$ cat config.mk
export PLATFORM = sky130hd
export DESIGN_NAME = piu_unit
export DESIGN_NICKNAME = d
export VERILOG_FILES = /design/src/hdl/piu_pkg.sv /design/src/hdl/piu_unit.sv
export SDC_FILE = /design/constraint.sdc
export NUM_CORES = 1
export LEC_CHECK = 0
export ABC_CLOCK_PERIOD_IN_PS = 1940
export BUFFER_PORTS_ARGS = -buffer_cell sky130_fd_sc_hd__buf_2
export CAP_MARGIN = 20
export CORE_AREA = 2 2 112 114
export DETAILED_ROUTE_END_ITERATION = 16
export DIE_AREA = 0 0 114 116
export HOLD_SLACK_MARGIN = 0.08
export PLACE_DENSITY = 0.44
export SETUP_SLACK_MARGIN = 0.1
export SLEW_MARGIN = 20
export SYNTH_ARGS = -nofsm -noshare
export SYNTH_HDL_FRONTEND = slang
export SYNTH_SLANG_ARGS = --single-unit
$ cat constraint.sdc
create_clock -name CLK_SYS -period 1.94 [get_ports CLK_SYS]
set_clock_uncertainty 0.05 [all_clocks]
set_input_delay 0.194 -clock CLK_SYS [delete_from_list [all_inputs] [get_ports CLK_SYS]]
set_output_delay 0.194 -clock CLK_SYS [all_outputs]
set_load 0.02 [all_outputs]
$ cat src/hdl/piu_pkg.sv
// Package with constants and types for the prioritized interrupt unit.
package piu_pkg;
  localparam logic [7:0] ADDR_OPTION = 8'hc8;
  localparam logic [7:0] ADDR_STATUS = 8'he0;
  localparam logic [7:0] ADDR_EVENTS = 8'he4;
  localparam logic [7:0] OPTION_RESET = 8'h00;
  localparam int BIT_LEVEL_EDGE = 6;
  localparam int BIT_EDGE_POL = 5;
  localparam int BIT_GLOBAL_EN = 4;
  localparam logic [11:0] VEC_NMI = 12'hffc;
  localparam logic [11:0] VEC_SRC1 = 12'hff6;
  localparam logic [11:0] VEC_SRC2 = 12'hff4;
  localparam logic [11:0] VEC_SRC3 = 12'hff2;
  localparam logic [11:0] VEC_SRC4 = 12'hff0;
  localparam int DEFECT_CYCLES = 3;
  localparam int NUM_EVENTS = 8;
  // Source served by each peripheral event flag, index 0 to 7.
  localparam logic [15:0] EVENT_SOURCE_MAP = 16'hffa5;

  typedef struct packed {
    logic unused7;
    logic level_edge_select;
    logic edge_polarity_select;
    logic global_int_enable;
    logic [3:0] unused_low;
  } piu_option_t;

  typedef enum logic [1:0] {
    PIU_MODE_NORMAL = 2'h0,
    PIU_MODE_IRQ = 2'h1,
    PIU_MODE_NMI = 2'h2
  } piu_mode_t;

  typedef enum logic [2:0] {
    PIU_IDLE = 3'h0,
    PIU_SWAP = 3'h1,
    PIU_PUSH = 3'h3,
    PIU_INHIBIT = 3'h2,
    PIU_CLEAR = 3'h6,
    PIU_LOAD = 3'h7
  } piu_state_t;

  typedef struct packed {
    logic carry;
    logic zero;
  } piu_flags_t;
endpackage

$ cat src/hdl/piu_unit.sv
// Prioritized interrupt unit with option register, latches, entry sequencer and flag banks.
`timescale 1ns/1ps
// Operation
// Four maskable sources plus one non-maskable
// Taken source loads its fixed vector
// NMI preempts anything; maskable never nests (code does not take an NMI while already in NMI mode)
// Fixed priority, source 1 highest
// Global enable masks sources and gates wake
// NMI latched, cleared on NMI entry
// Source 1 level or falling edge
// Source 2 edge, polarity selectable
// Sources 3 and 4 level only
// Edge latch holds one pending request
// Level requests sampled, never stored
// Requests sampled at instruction end
// Three carry/zero pairs switched automatically
// Ordered five-step hardware entry sequence
// Option-clear race keeps normal flags
// Shared events have own readable flags
// Service software saves, polls, returns
// Option register write-only, no bit ops
// Option bits 6,5,4; reset zero
// One-cycle resolution, losers stay pending
module piu_unit #(
  parameter bit KEEP_FLAG_DEFECT = 1'b0
) (
  input wire logic CLK_SYS,
  input wire logic RESET,
  input wire logic [7:0] AVS_ADDRESS,
  input wire logic AVS_READ,
  input wire logic AVS_WRITE,
  input wire logic [31:0] AVS_WRITEDATA,
  output logic [31:0] AVS_READDATA,
  output logic AVS_WAITREQUEST,
  input wire logic NMI_N,
  input wire logic [4:1] SRC_PIN_N,
  input wire logic [piu_pkg::NUM_EVENTS-1:0] EVENT_PULSE,
  input wire logic INSTR_END,
  input wire logic RETURN_FROM_INTERRUPT,
  input wire logic OPTION_CLEAR_EARLY,
  input wire logic FLAG_WE,
  input wire logic ALU_CARRY,
  input wire logic ALU_ZERO,
  output logic ENTRY_BUSY,
  output logic PC_PUSH,
  output logic VECTOR_LOAD,
  output logic [11:0] VECTOR_ADDR,
  output logic [1:0] INT_MODE,
  output logic CARRY_OUT,
  output logic ZERO_OUT,
  output logic WAKE
);
  piu_pkg::piu_option_t opt_q;
  piu_pkg::piu_state_t state_q;
  piu_pkg::piu_state_t state_d;
  piu_pkg::piu_mode_t mode_q;
  piu_pkg::piu_mode_t saved_mode_q;
  logic [1:0] pair_q;
  logic [1:0] saved_pair_q;
  piu_pkg::piu_flags_t bank_q [0:2];
  logic [4:0] pin_s1_q;
  logic [4:0] pin_s2_q;
  logic [4:0] pin_prev_q;
  logic nmi_lat_q;
  logic [2:1] edge_lat_q;
  logic [piu_pkg::NUM_EVENTS-1:0] evt_q;
  logic [2:0] sel_q;
  logic defect_q;
  logic [31:0] rdata_q;
  logic wait_q;
  logic busy_q;
  logic push_q;
  logic load_q;
  logic wake_q;
  logic [11:0] vec_q;
  piu_pkg::piu_flags_t cz_q;

  // Vector of a source, 0 is the non-maskable one.
  function automatic logic [11:0] vector_of(input logic [2:0] src);
    logic [11:0] v;
    v = piu_pkg::VEC_SRC4;
    unique case (src)
      3'h0: v = piu_pkg::VEC_NMI;
      3'h1: v = piu_pkg::VEC_SRC1;
      3'h2: v = piu_pkg::VEC_SRC2;
      3'h3: v = piu_pkg::VEC_SRC3;
      default: v = piu_pkg::VEC_SRC4;
    endcase
    return v;
  endfunction

  // Event flags pulling each source line low while set.
  function automatic logic [4:1] events_on_sources(input logic [7:0] flags);
    logic [4:1] hit;
    hit = 4'h0;
    for (int i = 0; i < piu_pkg::NUM_EVENTS; i++) begin
      if (flags[i]) begin
        hit[3'(piu_pkg::EVENT_SOURCE_MAP[2*i +: 2]) + 3'h1] = 1'b1;
      end
    end
    return hit;
  endfunction

  // Bus decode.
  wire bus_req = (AVS_READ | AVS_WRITE) & wait_q;
  wire bus_done = ~wait_q;
  // Writes land on the edge that ends the access, where the master sees waitrequest low.
  wire wr_option = AVS_WRITE & bus_done & (AVS_ADDRESS == piu_pkg::ADDR_OPTION);
  wire wr_events = AVS_WRITE & bus_done & (AVS_ADDRESS == piu_pkg::ADDR_EVENTS);
  wire [31:0] status_word = {20'h0, defect_q, nmi_lat_q, edge_lat_q,
                             2'(saved_mode_q), 2'(mode_q), 2'(pair_q), 2'h0};
  wire [31:0] rdata_d = (AVS_ADDRESS == piu_pkg::ADDR_STATUS) ? status_word :
                        (AVS_ADDRESS == piu_pkg::ADDR_EVENTS) ?
                        {24'h0, evt_q} : 32'h0;

  // Request lines, pins after two flops, low when active.
  wire [4:1] line_n = pin_s2_q[4:1] & ~events_on_sources(evt_q);
  wire [4:1] line_prev_n = pin_prev_q[4:1];
  wire fall1 = line_prev_n[1] & ~line_n[1];
  wire fall2 = line_prev_n[2] & ~line_n[2];
  wire rise2 = ~line_prev_n[2] & line_n[2];
  wire nmi_fall = pin_prev_q[0] & ~pin_s2_q[0];
  wire edge1 = ~opt_q.level_edge_select & fall1;
  wire edge2 = opt_q.edge_polarity_select ? rise2 : fall2;
  wire [4:1] req;
  assign req[1] = opt_q.level_edge_select ? ~line_n[1] : edge_lat_q[1];
  assign req[2] = edge_lat_q[2];
  assign req[3] = ~line_n[3];
  assign req[4] = ~line_n[4];

  // Maskable sources only in normal mode with global enable; NMI unless already in NMI.
  wire mask_ok = opt_q.global_int_enable & (mode_q == piu_pkg::PIU_MODE_NORMAL);
  wire nmi_ok = nmi_lat_q & (mode_q != piu_pkg::PIU_MODE_NMI);
  wire [4:1] req_en = req & {4{mask_ok}};
  wire take = (state_q == piu_pkg::PIU_IDLE) & INSTR_END & (nmi_ok | (|req_en));
  // The NMI beats every maskable source; losers stay latched or asserted for later.
  wire [2:0] winner = nmi_ok ? 3'h0 : req_en[1] ? 3'h1 : req_en[2] ? 3'h2 :
                      req_en[3] ? 3'h3 : 3'h4;
  // The defect path sits behind a parameter so that the repaired behaviour is the default.
  wire race = KEEP_FLAG_DEFECT & OPTION_CLEAR_EARLY & (winner != 3'h0);
  wire in_swap = state_q == piu_pkg::PIU_SWAP;
  wire in_clear = state_q == piu_pkg::PIU_CLEAR;
  wire clr_nmi = in_clear & (sel_q == 3'h0);
  wire [2:1] clr_edge = {in_clear & (sel_q == 3'h2), in_clear & (sel_q == 3'h1)};
  wire [1:0] pair_now = (sel_q == 3'h0) ? 2'(piu_pkg::PIU_MODE_NMI) :
                        (defect_q ? 2'(piu_pkg::PIU_MODE_NORMAL) :
                        2'(piu_pkg::PIU_MODE_IRQ));
  // Wake ignores the mode, so a pending request can restart a halted core.
  wire any_wake_src = nmi_lat_q | (|req);
  wire [1:0] pair_next = in_swap ? pair_now :
                         RETURN_FROM_INTERRUPT ? saved_pair_q : pair_q;

  // Entry sequence: swap flags, push PC, inhibit, clear latch, load vector.
  always_comb begin
    state_d = state_q;
    unique case (state_q)
      piu_pkg::PIU_IDLE: if (take) state_d = piu_pkg::PIU_SWAP;
      piu_pkg::PIU_SWAP: state_d = piu_pkg::PIU_PUSH;
      piu_pkg::PIU_PUSH: state_d = piu_pkg::PIU_INHIBIT;
      piu_pkg::PIU_INHIBIT: state_d = piu_pkg::PIU_CLEAR;
      piu_pkg::PIU_CLEAR: state_d = piu_pkg::PIU_LOAD;
      piu_pkg::PIU_LOAD: state_d = piu_pkg::PIU_IDLE;
      default: state_d = piu_pkg::PIU_IDLE;
    endcase
  end

  always_ff @(posedge CLK_SYS) begin
    if (RESET) begin
      state_q <= piu_pkg::PIU_IDLE;
      sel_q <= 3'h0;
      defect_q <= 1'b0;
    end else begin
      state_q <= state_d;
      if (take) begin
        sel_q <= winner;
        defect_q <= race;
      end
    end
  end

  // Pin synchronisers and the previous synchronised level for edge detection.
  // They reset to the idle high level, so no false edge follows reset.
  always_ff @(posedge CLK_SYS) begin
    if (RESET) begin
      pin_s1_q <= 5'h1f;
      pin_s2_q <= 5'h1f;
      pin_prev_q <= 5'h1f;
    end else begin
      pin_s1_q <= {SRC_PIN_N, NMI_N};
      pin_s2_q <= pin_s1_q;
      pin_prev_q <= {line_n, pin_s2_q[0]};
    end
  end

  // Latches: a new edge wins over a clear in the same cycle.
  always_ff @(posedge CLK_SYS) begin
    if (RESET) begin
      nmi_lat_q <= 1'b0;
      edge_lat_q <= 2'h0;
      evt_q <= '0;
    end else begin
      nmi_lat_q <= nmi_fall | (nmi_lat_q & ~clr_nmi);
      // Level mode on source 1 also drops any stale edge latch.
      edge_lat_q[1] <= edge1 | (edge_lat_q[1] & ~clr_edge[1] & ~opt_q.level_edge_select);
      edge_lat_q[2] <= edge2 | (edge_lat_q[2] & ~clr_edge[2]);
      evt_q <= EVENT_PULSE | (evt_q & ~(wr_events ? AVS_WRITEDATA[7:0] : 8'h00));
    end
  end

  // Interrupt mode; a return restores the mode that an NMI preempted.
  always_ff @(posedge CLK_SYS) begin
    if (RESET) begin
      mode_q <= piu_pkg::PIU_MODE_NMI;
      saved_mode_q <= piu_pkg::PIU_MODE_NORMAL;
    end else begin
      if (state_q == piu_pkg::PIU_INHIBIT) begin
        mode_q <= (sel_q == 3'h0) ? piu_pkg::PIU_MODE_NMI : piu_pkg::PIU_MODE_IRQ;
        saved_mode_q <= mode_q;
      end else if (RETURN_FROM_INTERRUPT) begin
        mode_q <= saved_mode_q;
        saved_mode_q <= piu_pkg::PIU_MODE_NORMAL;
      end
    end
  end

  // Active flag pair; one level of preemption is remembered, as for the mode.
  always_ff @(posedge CLK_SYS) begin
    if (RESET) begin
      pair_q <= 2'(piu_pkg::PIU_MODE_NMI);
      saved_pair_q <= 2'(piu_pkg::PIU_MODE_NORMAL);
    end else begin
      if (in_swap) begin
        saved_pair_q <= pair_q;
      end else if (RETURN_FROM_INTERRUPT) begin
        saved_pair_q <= 2'(piu_pkg::PIU_MODE_NORMAL);
      end
      pair_q <= pair_next;
    end
  end

  // Flag banks; the outputs follow the pair that is active in the next cycle.
  always_ff @(posedge CLK_SYS) begin
    if (RESET) begin
      for (int i = 0; i < 3; i++) begin
        bank_q[i] <= '0;
      end
      cz_q <= '0;
    end else begin
      if (FLAG_WE) begin
        bank_q[pair_q] <= {ALU_CARRY, ALU_ZERO};
        cz_q <= {ALU_CARRY, ALU_ZERO};
      end else begin
        cz_q <= bank_q[pair_next];
      end
    end
  end

  // Option register and bus handshake.
  always_ff @(posedge CLK_SYS) begin
    if (RESET) begin
      opt_q <= piu_pkg::OPTION_RESET;
      wait_q <= 1'b1;
      rdata_q <= 32'h0;
    end else begin
      if (wr_option) begin
        opt_q <= {1'b0, AVS_WRITEDATA[piu_pkg::BIT_LEVEL_EDGE],
                  AVS_WRITEDATA[piu_pkg::BIT_EDGE_POL],
                  AVS_WRITEDATA[piu_pkg::BIT_GLOBAL_EN], 4'h0};
      end
      wait_q <= ~bus_req | bus_done;
      rdata_q <= (AVS_READ & bus_req) ? rdata_d : 32'h0;
    end
  end

  // Core-facing outputs, registered; PC_PUSH and VECTOR_LOAD reach the core as clean single-cycle pulses.
  always_ff @(posedge CLK_SYS) begin
    if (RESET) begin
      busy_q <= 1'b0;
      push_q <= 1'b0;
      load_q <= 1'b0;
      vec_q <= 12'h0;
      wake_q <= 1'b0;
    end else begin
      busy_q <= (state_d != piu_pkg::PIU_IDLE);
      push_q <= (state_d == piu_pkg::PIU_PUSH);
      load_q <= (state_d == piu_pkg::PIU_LOAD);
      if (state_q == piu_pkg::PIU_CLEAR) begin
        vec_q <= vector_of(sel_q);
      end
      wake_q <= opt_q.global_int_enable & any_wake_src;
    end
  end

  assign AVS_READDATA = rdata_q;
  assign AVS_WAITREQUEST = wait_q;
  assign ENTRY_BUSY = busy_q;
  assign PC_PUSH = push_q;
  assign VECTOR_LOAD = load_q;
  assign VECTOR_ADDR = vec_q;
  assign INT_MODE = 2'(mode_q);
  assign CARRY_OUT = cz_q.carry;
  assign ZERO_OUT = cz_q.zero;
  assign WAKE = wake_q;
endmodule

Yosys cells after proc, flatten, opt, wreduce, memory -nomap -nowiden
Memory sizes are Yosys's and may differ from the RTL's.
Index checks and enable logic that the tools add are counted.
{"block": "classes", "n_reduce_logical": 12, "eq_ne": 13, "n_mux": 37, "n_bitwise": 49}
{"op": "equality test 8 bit, second input constant", "count": 3}
{"op": "bitwise AND 1 bit", "count": 22}
{"op": "2-to-1 mux 2 bit", "count": 11}
{"op": "2-to-1 mux 1 bit", "count": 16}
{"op": "2-to-1 mux 8 bit", "count": 2}
{"op": "one-hot mux 4 bit (4 select lines)", "count": 1}
{"op": "equality test 3 x 2 -> 1 bit, second input constant", "count": 5}
{"op": "2-to-1 mux 3 bit", "count": 5}
{"op": "one-hot mux 3 bit (5 select lines)", "count": 1}
{"op": "NOT 1 bit", "count": 14}
{"op": "OR reduction 4 bit", "count": 3}
{"op": "2-to-1 mux 11 bit", "count": 1}
{"op": "bitwise AND 4 bit", "count": 2}
{"op": "bitwise AND 8 bit", "count": 1}
{"op": "NOT 8 bit", "count": 1}
{"op": "bitwise OR 8 bit", "count": 1}
{"op": "bitwise OR 1 bit", "count": 7}
{"op": "equality test 3 x 1 -> 1 bit, second input constant", "count": 2}
{"op": "equality test 3 bit, second input constant", "count": 2}
{"op": "logical NOT 3 bit", "count": 2}
{"op": "NOT 4 bit", "count": 1}
{"op": "nonzero test 2 bit", "count": 2}
{"op": "OR reduction 2 bit", "count": 2}
{"op": "nonzero test 3 bit", "count": 1}
{"op": "3 further kinds", "count": 3}
{"block": "word_totals", "reg_bits": 92, "ramBits": 6, "elab_cells": 139, "input_bits": 63, "mem_count": 1, "output_inout_bits": 53}
{"memory": "bank_q", "words": 3, "width": 2, "rd": 1, "rd_ports_with_merged_regs": 0, "write_ports": 3, "line_no": "piu_unit.sv:60", "source": "piu_pkg::piu_flags_t bank_q [0:2];"}

Logic depth before layout (Yosys ltp)
{"block": "logic_depth", "depth_word": 15, "depth_mapped": 6, "ltp_nobuf": 5}

Worst setup path before layout
Ideal clock, no wire load.
{"block": "synth_timing", "path_kind": "input -> register", "startpoint": "in AVS_ADDRESS[1]", "endpoint": "reg evt_q[7] (netlist bit)", "setup_slack_ns": 0.335, "n_path_buf": 0, "t_arrival_ns": 1.427, "path_stages": 5, "path_cell_list": "or4b_4 -> nor4_4 -> nand2_1 -> a21oi_1 -> nor2_1"}
{"block": "synth_between", "elab_chain_len": 6}
{"item": "start: declaration", "line_no": "piu_unit.sv:29", "source": "input wire logic [7:0] AVS_ADDRESS,"}
{"item": "equality test 8 bit", "line_no": "piu_unit.sv:109", "source": "wire wr_events = AVS_WRITE & bus_done & (AVS_ADDRESS == piu_pkg::ADDR_EVENTS);"}
{"item": "bitwise AND 1 bit", "line_no": "piu_unit.sv:109"}
{"item": "2-to-1 mux 8 bit", "line_no": "piu_unit.sv:206", "source": "evt_q <= EVENT_PULSE | (evt_q & ~(wr_events ? AVS_WRITEDATA[7:0] : 8'h00));"}
{"item": "NOT 8 bit", "line_no": "piu_unit.sv:206"}
{"item": "bitwise AND 8 bit", "line_no": "piu_unit.sv:206"}
{"item": "bitwise OR 8 bit", "line_no": "piu_unit.sv:206"}
{"item": "end signal: assignment", "line_no": "piu_unit.sv:206"}
{"item": "end: declaration", "line_no": "piu_unit.sv:66", "source": "logic [piu_pkg::NUM_EVENTS-1:0] evt_q;"}
No other way between the ends.
A chain may end at the register's enable or synchronous reset.

Worst setup path after layout
{"block": "layout_timing", "startpoint": "reg sel_q[2]", "endpoint": "reg cz_q, in the netlist ZERO_OUT"}
{"block": "layout_between", "elab_chain_len": 5}
{"item": "start: declaration", "line_no": "piu_unit.sv:67", "source": "logic [2:0] sel_q;"}
{"item": "start signal: assignment", "line_no": "piu_unit.sv:175", "source": "sel_q <= winner;"}
{"item": "logical NOT 3 bit", "line_no": "piu_unit.sv:145", "source": "wire [1:0] pair_now = (sel_q == 3'h0) ? 2'(piu_pkg::PIU_MODE_NMI) :"}
{"item": "2-to-1 mux 2 bit", "line_no": "piu_unit.sv:145"}
{"item": "2-to-1 mux 2 bit", "line_no": "piu_unit.sv:150", "source": "wire [1:0] pair_next = in_swap ? pair_now :"}
{"item": "memory read (3 x 2 bit)"}
{"item": "2-to-1 mux 2 bit", "line_no": "piu_unit.sv:249", "source": "if (FLAG_WE) begin"}
{"item": "end signal: assignment", "line_no": "piu_unit.sv:251", "source": "cz_q <= {ALU_CARRY, ALU_ZERO};"}
{"item": "end signal: assignment", "line_no": "piu_unit.sv:253", "source": "cz_q <= bank_q[pair_next];"}
{"item": "end: declaration", "line_no": "piu_unit.sv:76", "source": "piu_pkg::piu_flags_t cz_q;"}
No other way between the ends.

==> results.yml <==
run_status:
  outcome: "finished, final reports clean"
synthesis:
  synthFlopType: "dfxtp_1"
  ys_warn_count: 0
  synth_seq_area_share_pct: 51.2
  synth_edf_count: 8
  syn_avg_cell_area_sq_um: 9.61
  synth_top_cell_by_area: "dfxtp_1"
  synth_top_area_share_pct: 43.0
  synth.distinct_cells: 46
  synth_area_sq_mm: 0.00293
  synth_cells: 305
  synth-seq-cells: 71
  async_flop_share_pct: 0
  ys_top_cells_by_area: "dfxtp_1, edfxtp_1, buf_4"
setup_path:
  worstPathArrival_ns: 1.81
  reg2reg_slack_ns: 0.31
  r2r_end: "ZERO_OUT"
  slowest_delay_ns: 0.43
  critPathBufInv: 0
  setup.worst_path.class: "flop to flop"
  critical-path-top-delay-family: "compound AO/OA/AOI/OAI gates"
  r2r_cells: 5
  crit_fanout: 6
  crit_chain: "or3_1 -> nand2_1 -> a21boi_1 -> o22ai_1 -> o41ai_1"
  critPathSlowestCell: "or3_1"
  critPathCaptureType: "flop"
  required_ns: 2.12
  cp-start-kind: "flop"
  reg2reg_from: "sel_q[2]"
power:
  internal_power_mw: 2.62
  seqPwrFrac_pct: 46.3
  switching_share_pct: 22.6
  power_density_mw_per_mm2: 879
  p_leak_nw: 1.67
  switchingPower_mw: 0.765
  vdd_drop_max_mv: 0.437
  power_frac_comb_pct: 8.0
  pwr-share-clk_pct: 45.7
hold_path:
  min_to: "evt_q[1]"
  hp-start: "AVS_WRITEDATA[1]"
  hp-class: "input port to flop"
  holdPathStages: 4
timing:
  timing.final.hold_violations: 0
  worstMarginPinSlew_ns: 0.511
  maxSlewHeadroom_pct: 65.7
  fmax_mhz: 614
  post-route-period-util_pct: 84.0
  drv_slew: 0
  setup_viol: 0
  rsz0062_at_grt: "no"
  fin_tns_setup_ns: 0
  period_needed_ns: 1.63
detailed_routing:
  m1WireLength_um: 3180
  routedWlPerCell_um: 12.4
  routed_via_density: 4.11
  routed_wl_um: 6760
  ant_nets: 0
  dr.pass1.iters: 4
  route.detailed.drc: 0
  wl_met2_um: 3160
  dr.first_iter.drc_count: 74
  dr.max_layer_used: "met4"
  route.vias.total: 2250
  dr_wl_met3_um: 306
cells_and_area:
  final_util_pct: 32.3
  diodes: 0
  layout_common_cells: "buf_2, dfxtp_1, nor2_1"
  area_growth_pct: 31.3
  layout_commonest_cell: "buf_2"
  num-fill-cells: 1243
  fin_nets: 459
  drive_above_1_share_pct: 29.8
clocking:
  cts_buffers: 9
  cts.sinks: 71
  path_clk_slew_ns: 0.05
  insertion_delay_ns: 0.33
  cts_tree: "done"
  root_buffer: "clkbuf_16"
  cts_buffer_depth: 2
  h-tree-depth: 3
floorplanning:
  die_w_um: 114
  num_io_pins: 116
  die_y_um: 116
  core_sq_mm: 0.0119
  initial_core_util_pct: 24.6
  row_count: 40
  dieArea_sq_mm: 0.0132
placed_design:
  gp_congestion: 0.754
  port-buffer-count: 68
  place_hpwl_um: 4840
grt:
  grt_pass1_wl_um: 10700
  grt_max_degree: 45
  grt_usage_pct: 10.6
  antenna_found_initial: 0
  grt_overflow: 0
  grt_pass1_vias: 2130
flow_run:
  maxCapViolCount: 0
cell families after synthesis:
family                 synth area share (%)
AOI/OAI and AO/OA                      11.2
buffers and inverters                  9.65
other                                 0.128
DFF                                    51.2
muxes                                  3.50
and+or+nand+nor                        24.3
cells in the mapped netlist, types with 2 or more instances:
master	number
edfxtp_1	8
nor4_1	3
nand2_1	20
nand3_1	2
o21ai_0	9
buf_4	29
nor3_1	7
nor2b_1	6
mux2_2	2
nand2b_1	8
or3_1	2
and2_1	6
nor3b_1	9
nor4_4	2
inv_1	6
mux2i_1	8
a21oi_1	20
nor4b_1	2
nand3b_1	2
o41ai_1	2
dfxtp_1	63
a211oi_1	2
o22ai_1	2
o21bai_1	2
clkbuf_1	9
or2_2	14
nor2_1	34
a22o_1	6
o21ba_2	2
a21o_1	2
per-stage QoR:
step | hold WS (ns) | cells | cell area, sq um | total power [mW] | setup slack, ns
3_3_place_gp | 0.329 | 512 | 3360 | 1.83 | 0.164
6_report | 0.109 | 547 | 3850 | 3.38 | 0.311
2_1_floorplan | 0.243 | 326 | 3010 | 1.78 | 0.335
3_5_place_dp | 0.335 | 512 | 3360 | 1.84 | 0.138
4_1_cts | 0.0951 | 547 | 3830 | 3.44 | 0.222
5_1_grt | 0.119 | 547 | 3850 | 3.54 | 0.174
power by group through the flow:
stage	Sequential, mW	Clock (mW)	Combinational, mW
global route	1.57	1.67	0.301
finish	1.57	1.55	0.271
CTS	1.56	1.60	0.272
global placement	1.60	0	0.237
detailed placement	1.60	0	0.240
floorplan	1.59	0	0.184
worst max-delay path by stage:
| stage | cells after the start | start | to | slack [ns] |
|---|---|---|---|---|
| after detailed placement | 7 | AVS_ADDRESS[1] | evt_q[3] | 0.14 |
| after global placement | 6 | AVS_ADDRESS[1] | opt_q[4] | 0.16 |
| after global routing | 6 | evt_q[4] | ENTRY_BUSY | 0.17 |
| final | 5 | sel_q[2] | ZERO_OUT | 0.31 |
| after floorplan | 5 | AVS_ADDRESS[1] | evt_q[7] | 0.34 |
| after CTS | 5 | edge_lat_q[2] | state_q[0] | 0.22 |
tightest hold or removal path, delay by kind of cell:
kind | cells | cell delay [ns]
compound gates | 1 | 0.06
simple gates | 2 | 0.11
buf+inv | 1 | 0.10
flip-flops by register name, summed over array words and instances, names as in the netlist, 3 cells and up:
name          cells
AVS_READDATA     11
VECTOR_ADDR       4
bank_q            8
evt_q             8
opt_q             3
pin_prev_q        3
pin_s1_q          5
pin_s2_q          5
sel_q             3
state_q           3
final cells by class:
type                            instances  area, sq um  share of cell area, %
Multi-Input combinational cell        209         1240                   32.2
Sequential cell                        71         1500                   39.0
Inverter                                6         22.5                  0.585
Timing Repair Buffer                   99          623                   16.2
Clock inverter                          1         5.00                  0.130
Tap cell                              147          184                   4.78
Clock buffer                           14          274                   7.12
routing by layer:
metal / up-vias / track usage, %
li1: 1173 / -
met1: 1021 / 13.3
met2: 47 / 16.5
met3: 9 / 3.66
met4: 0 / 5.12
met5: - / 0
timing repair:
action | 4_1_cts | 5_1_grt
hold buffers | 20 | 0
buffers inserted | 0 | 0
endpoints found under the hold margin | 19 | 0
gates resized for setup | 0 | 2
setup endpoints to repair | 0 | 3
(Power assumes the default switching activity.)
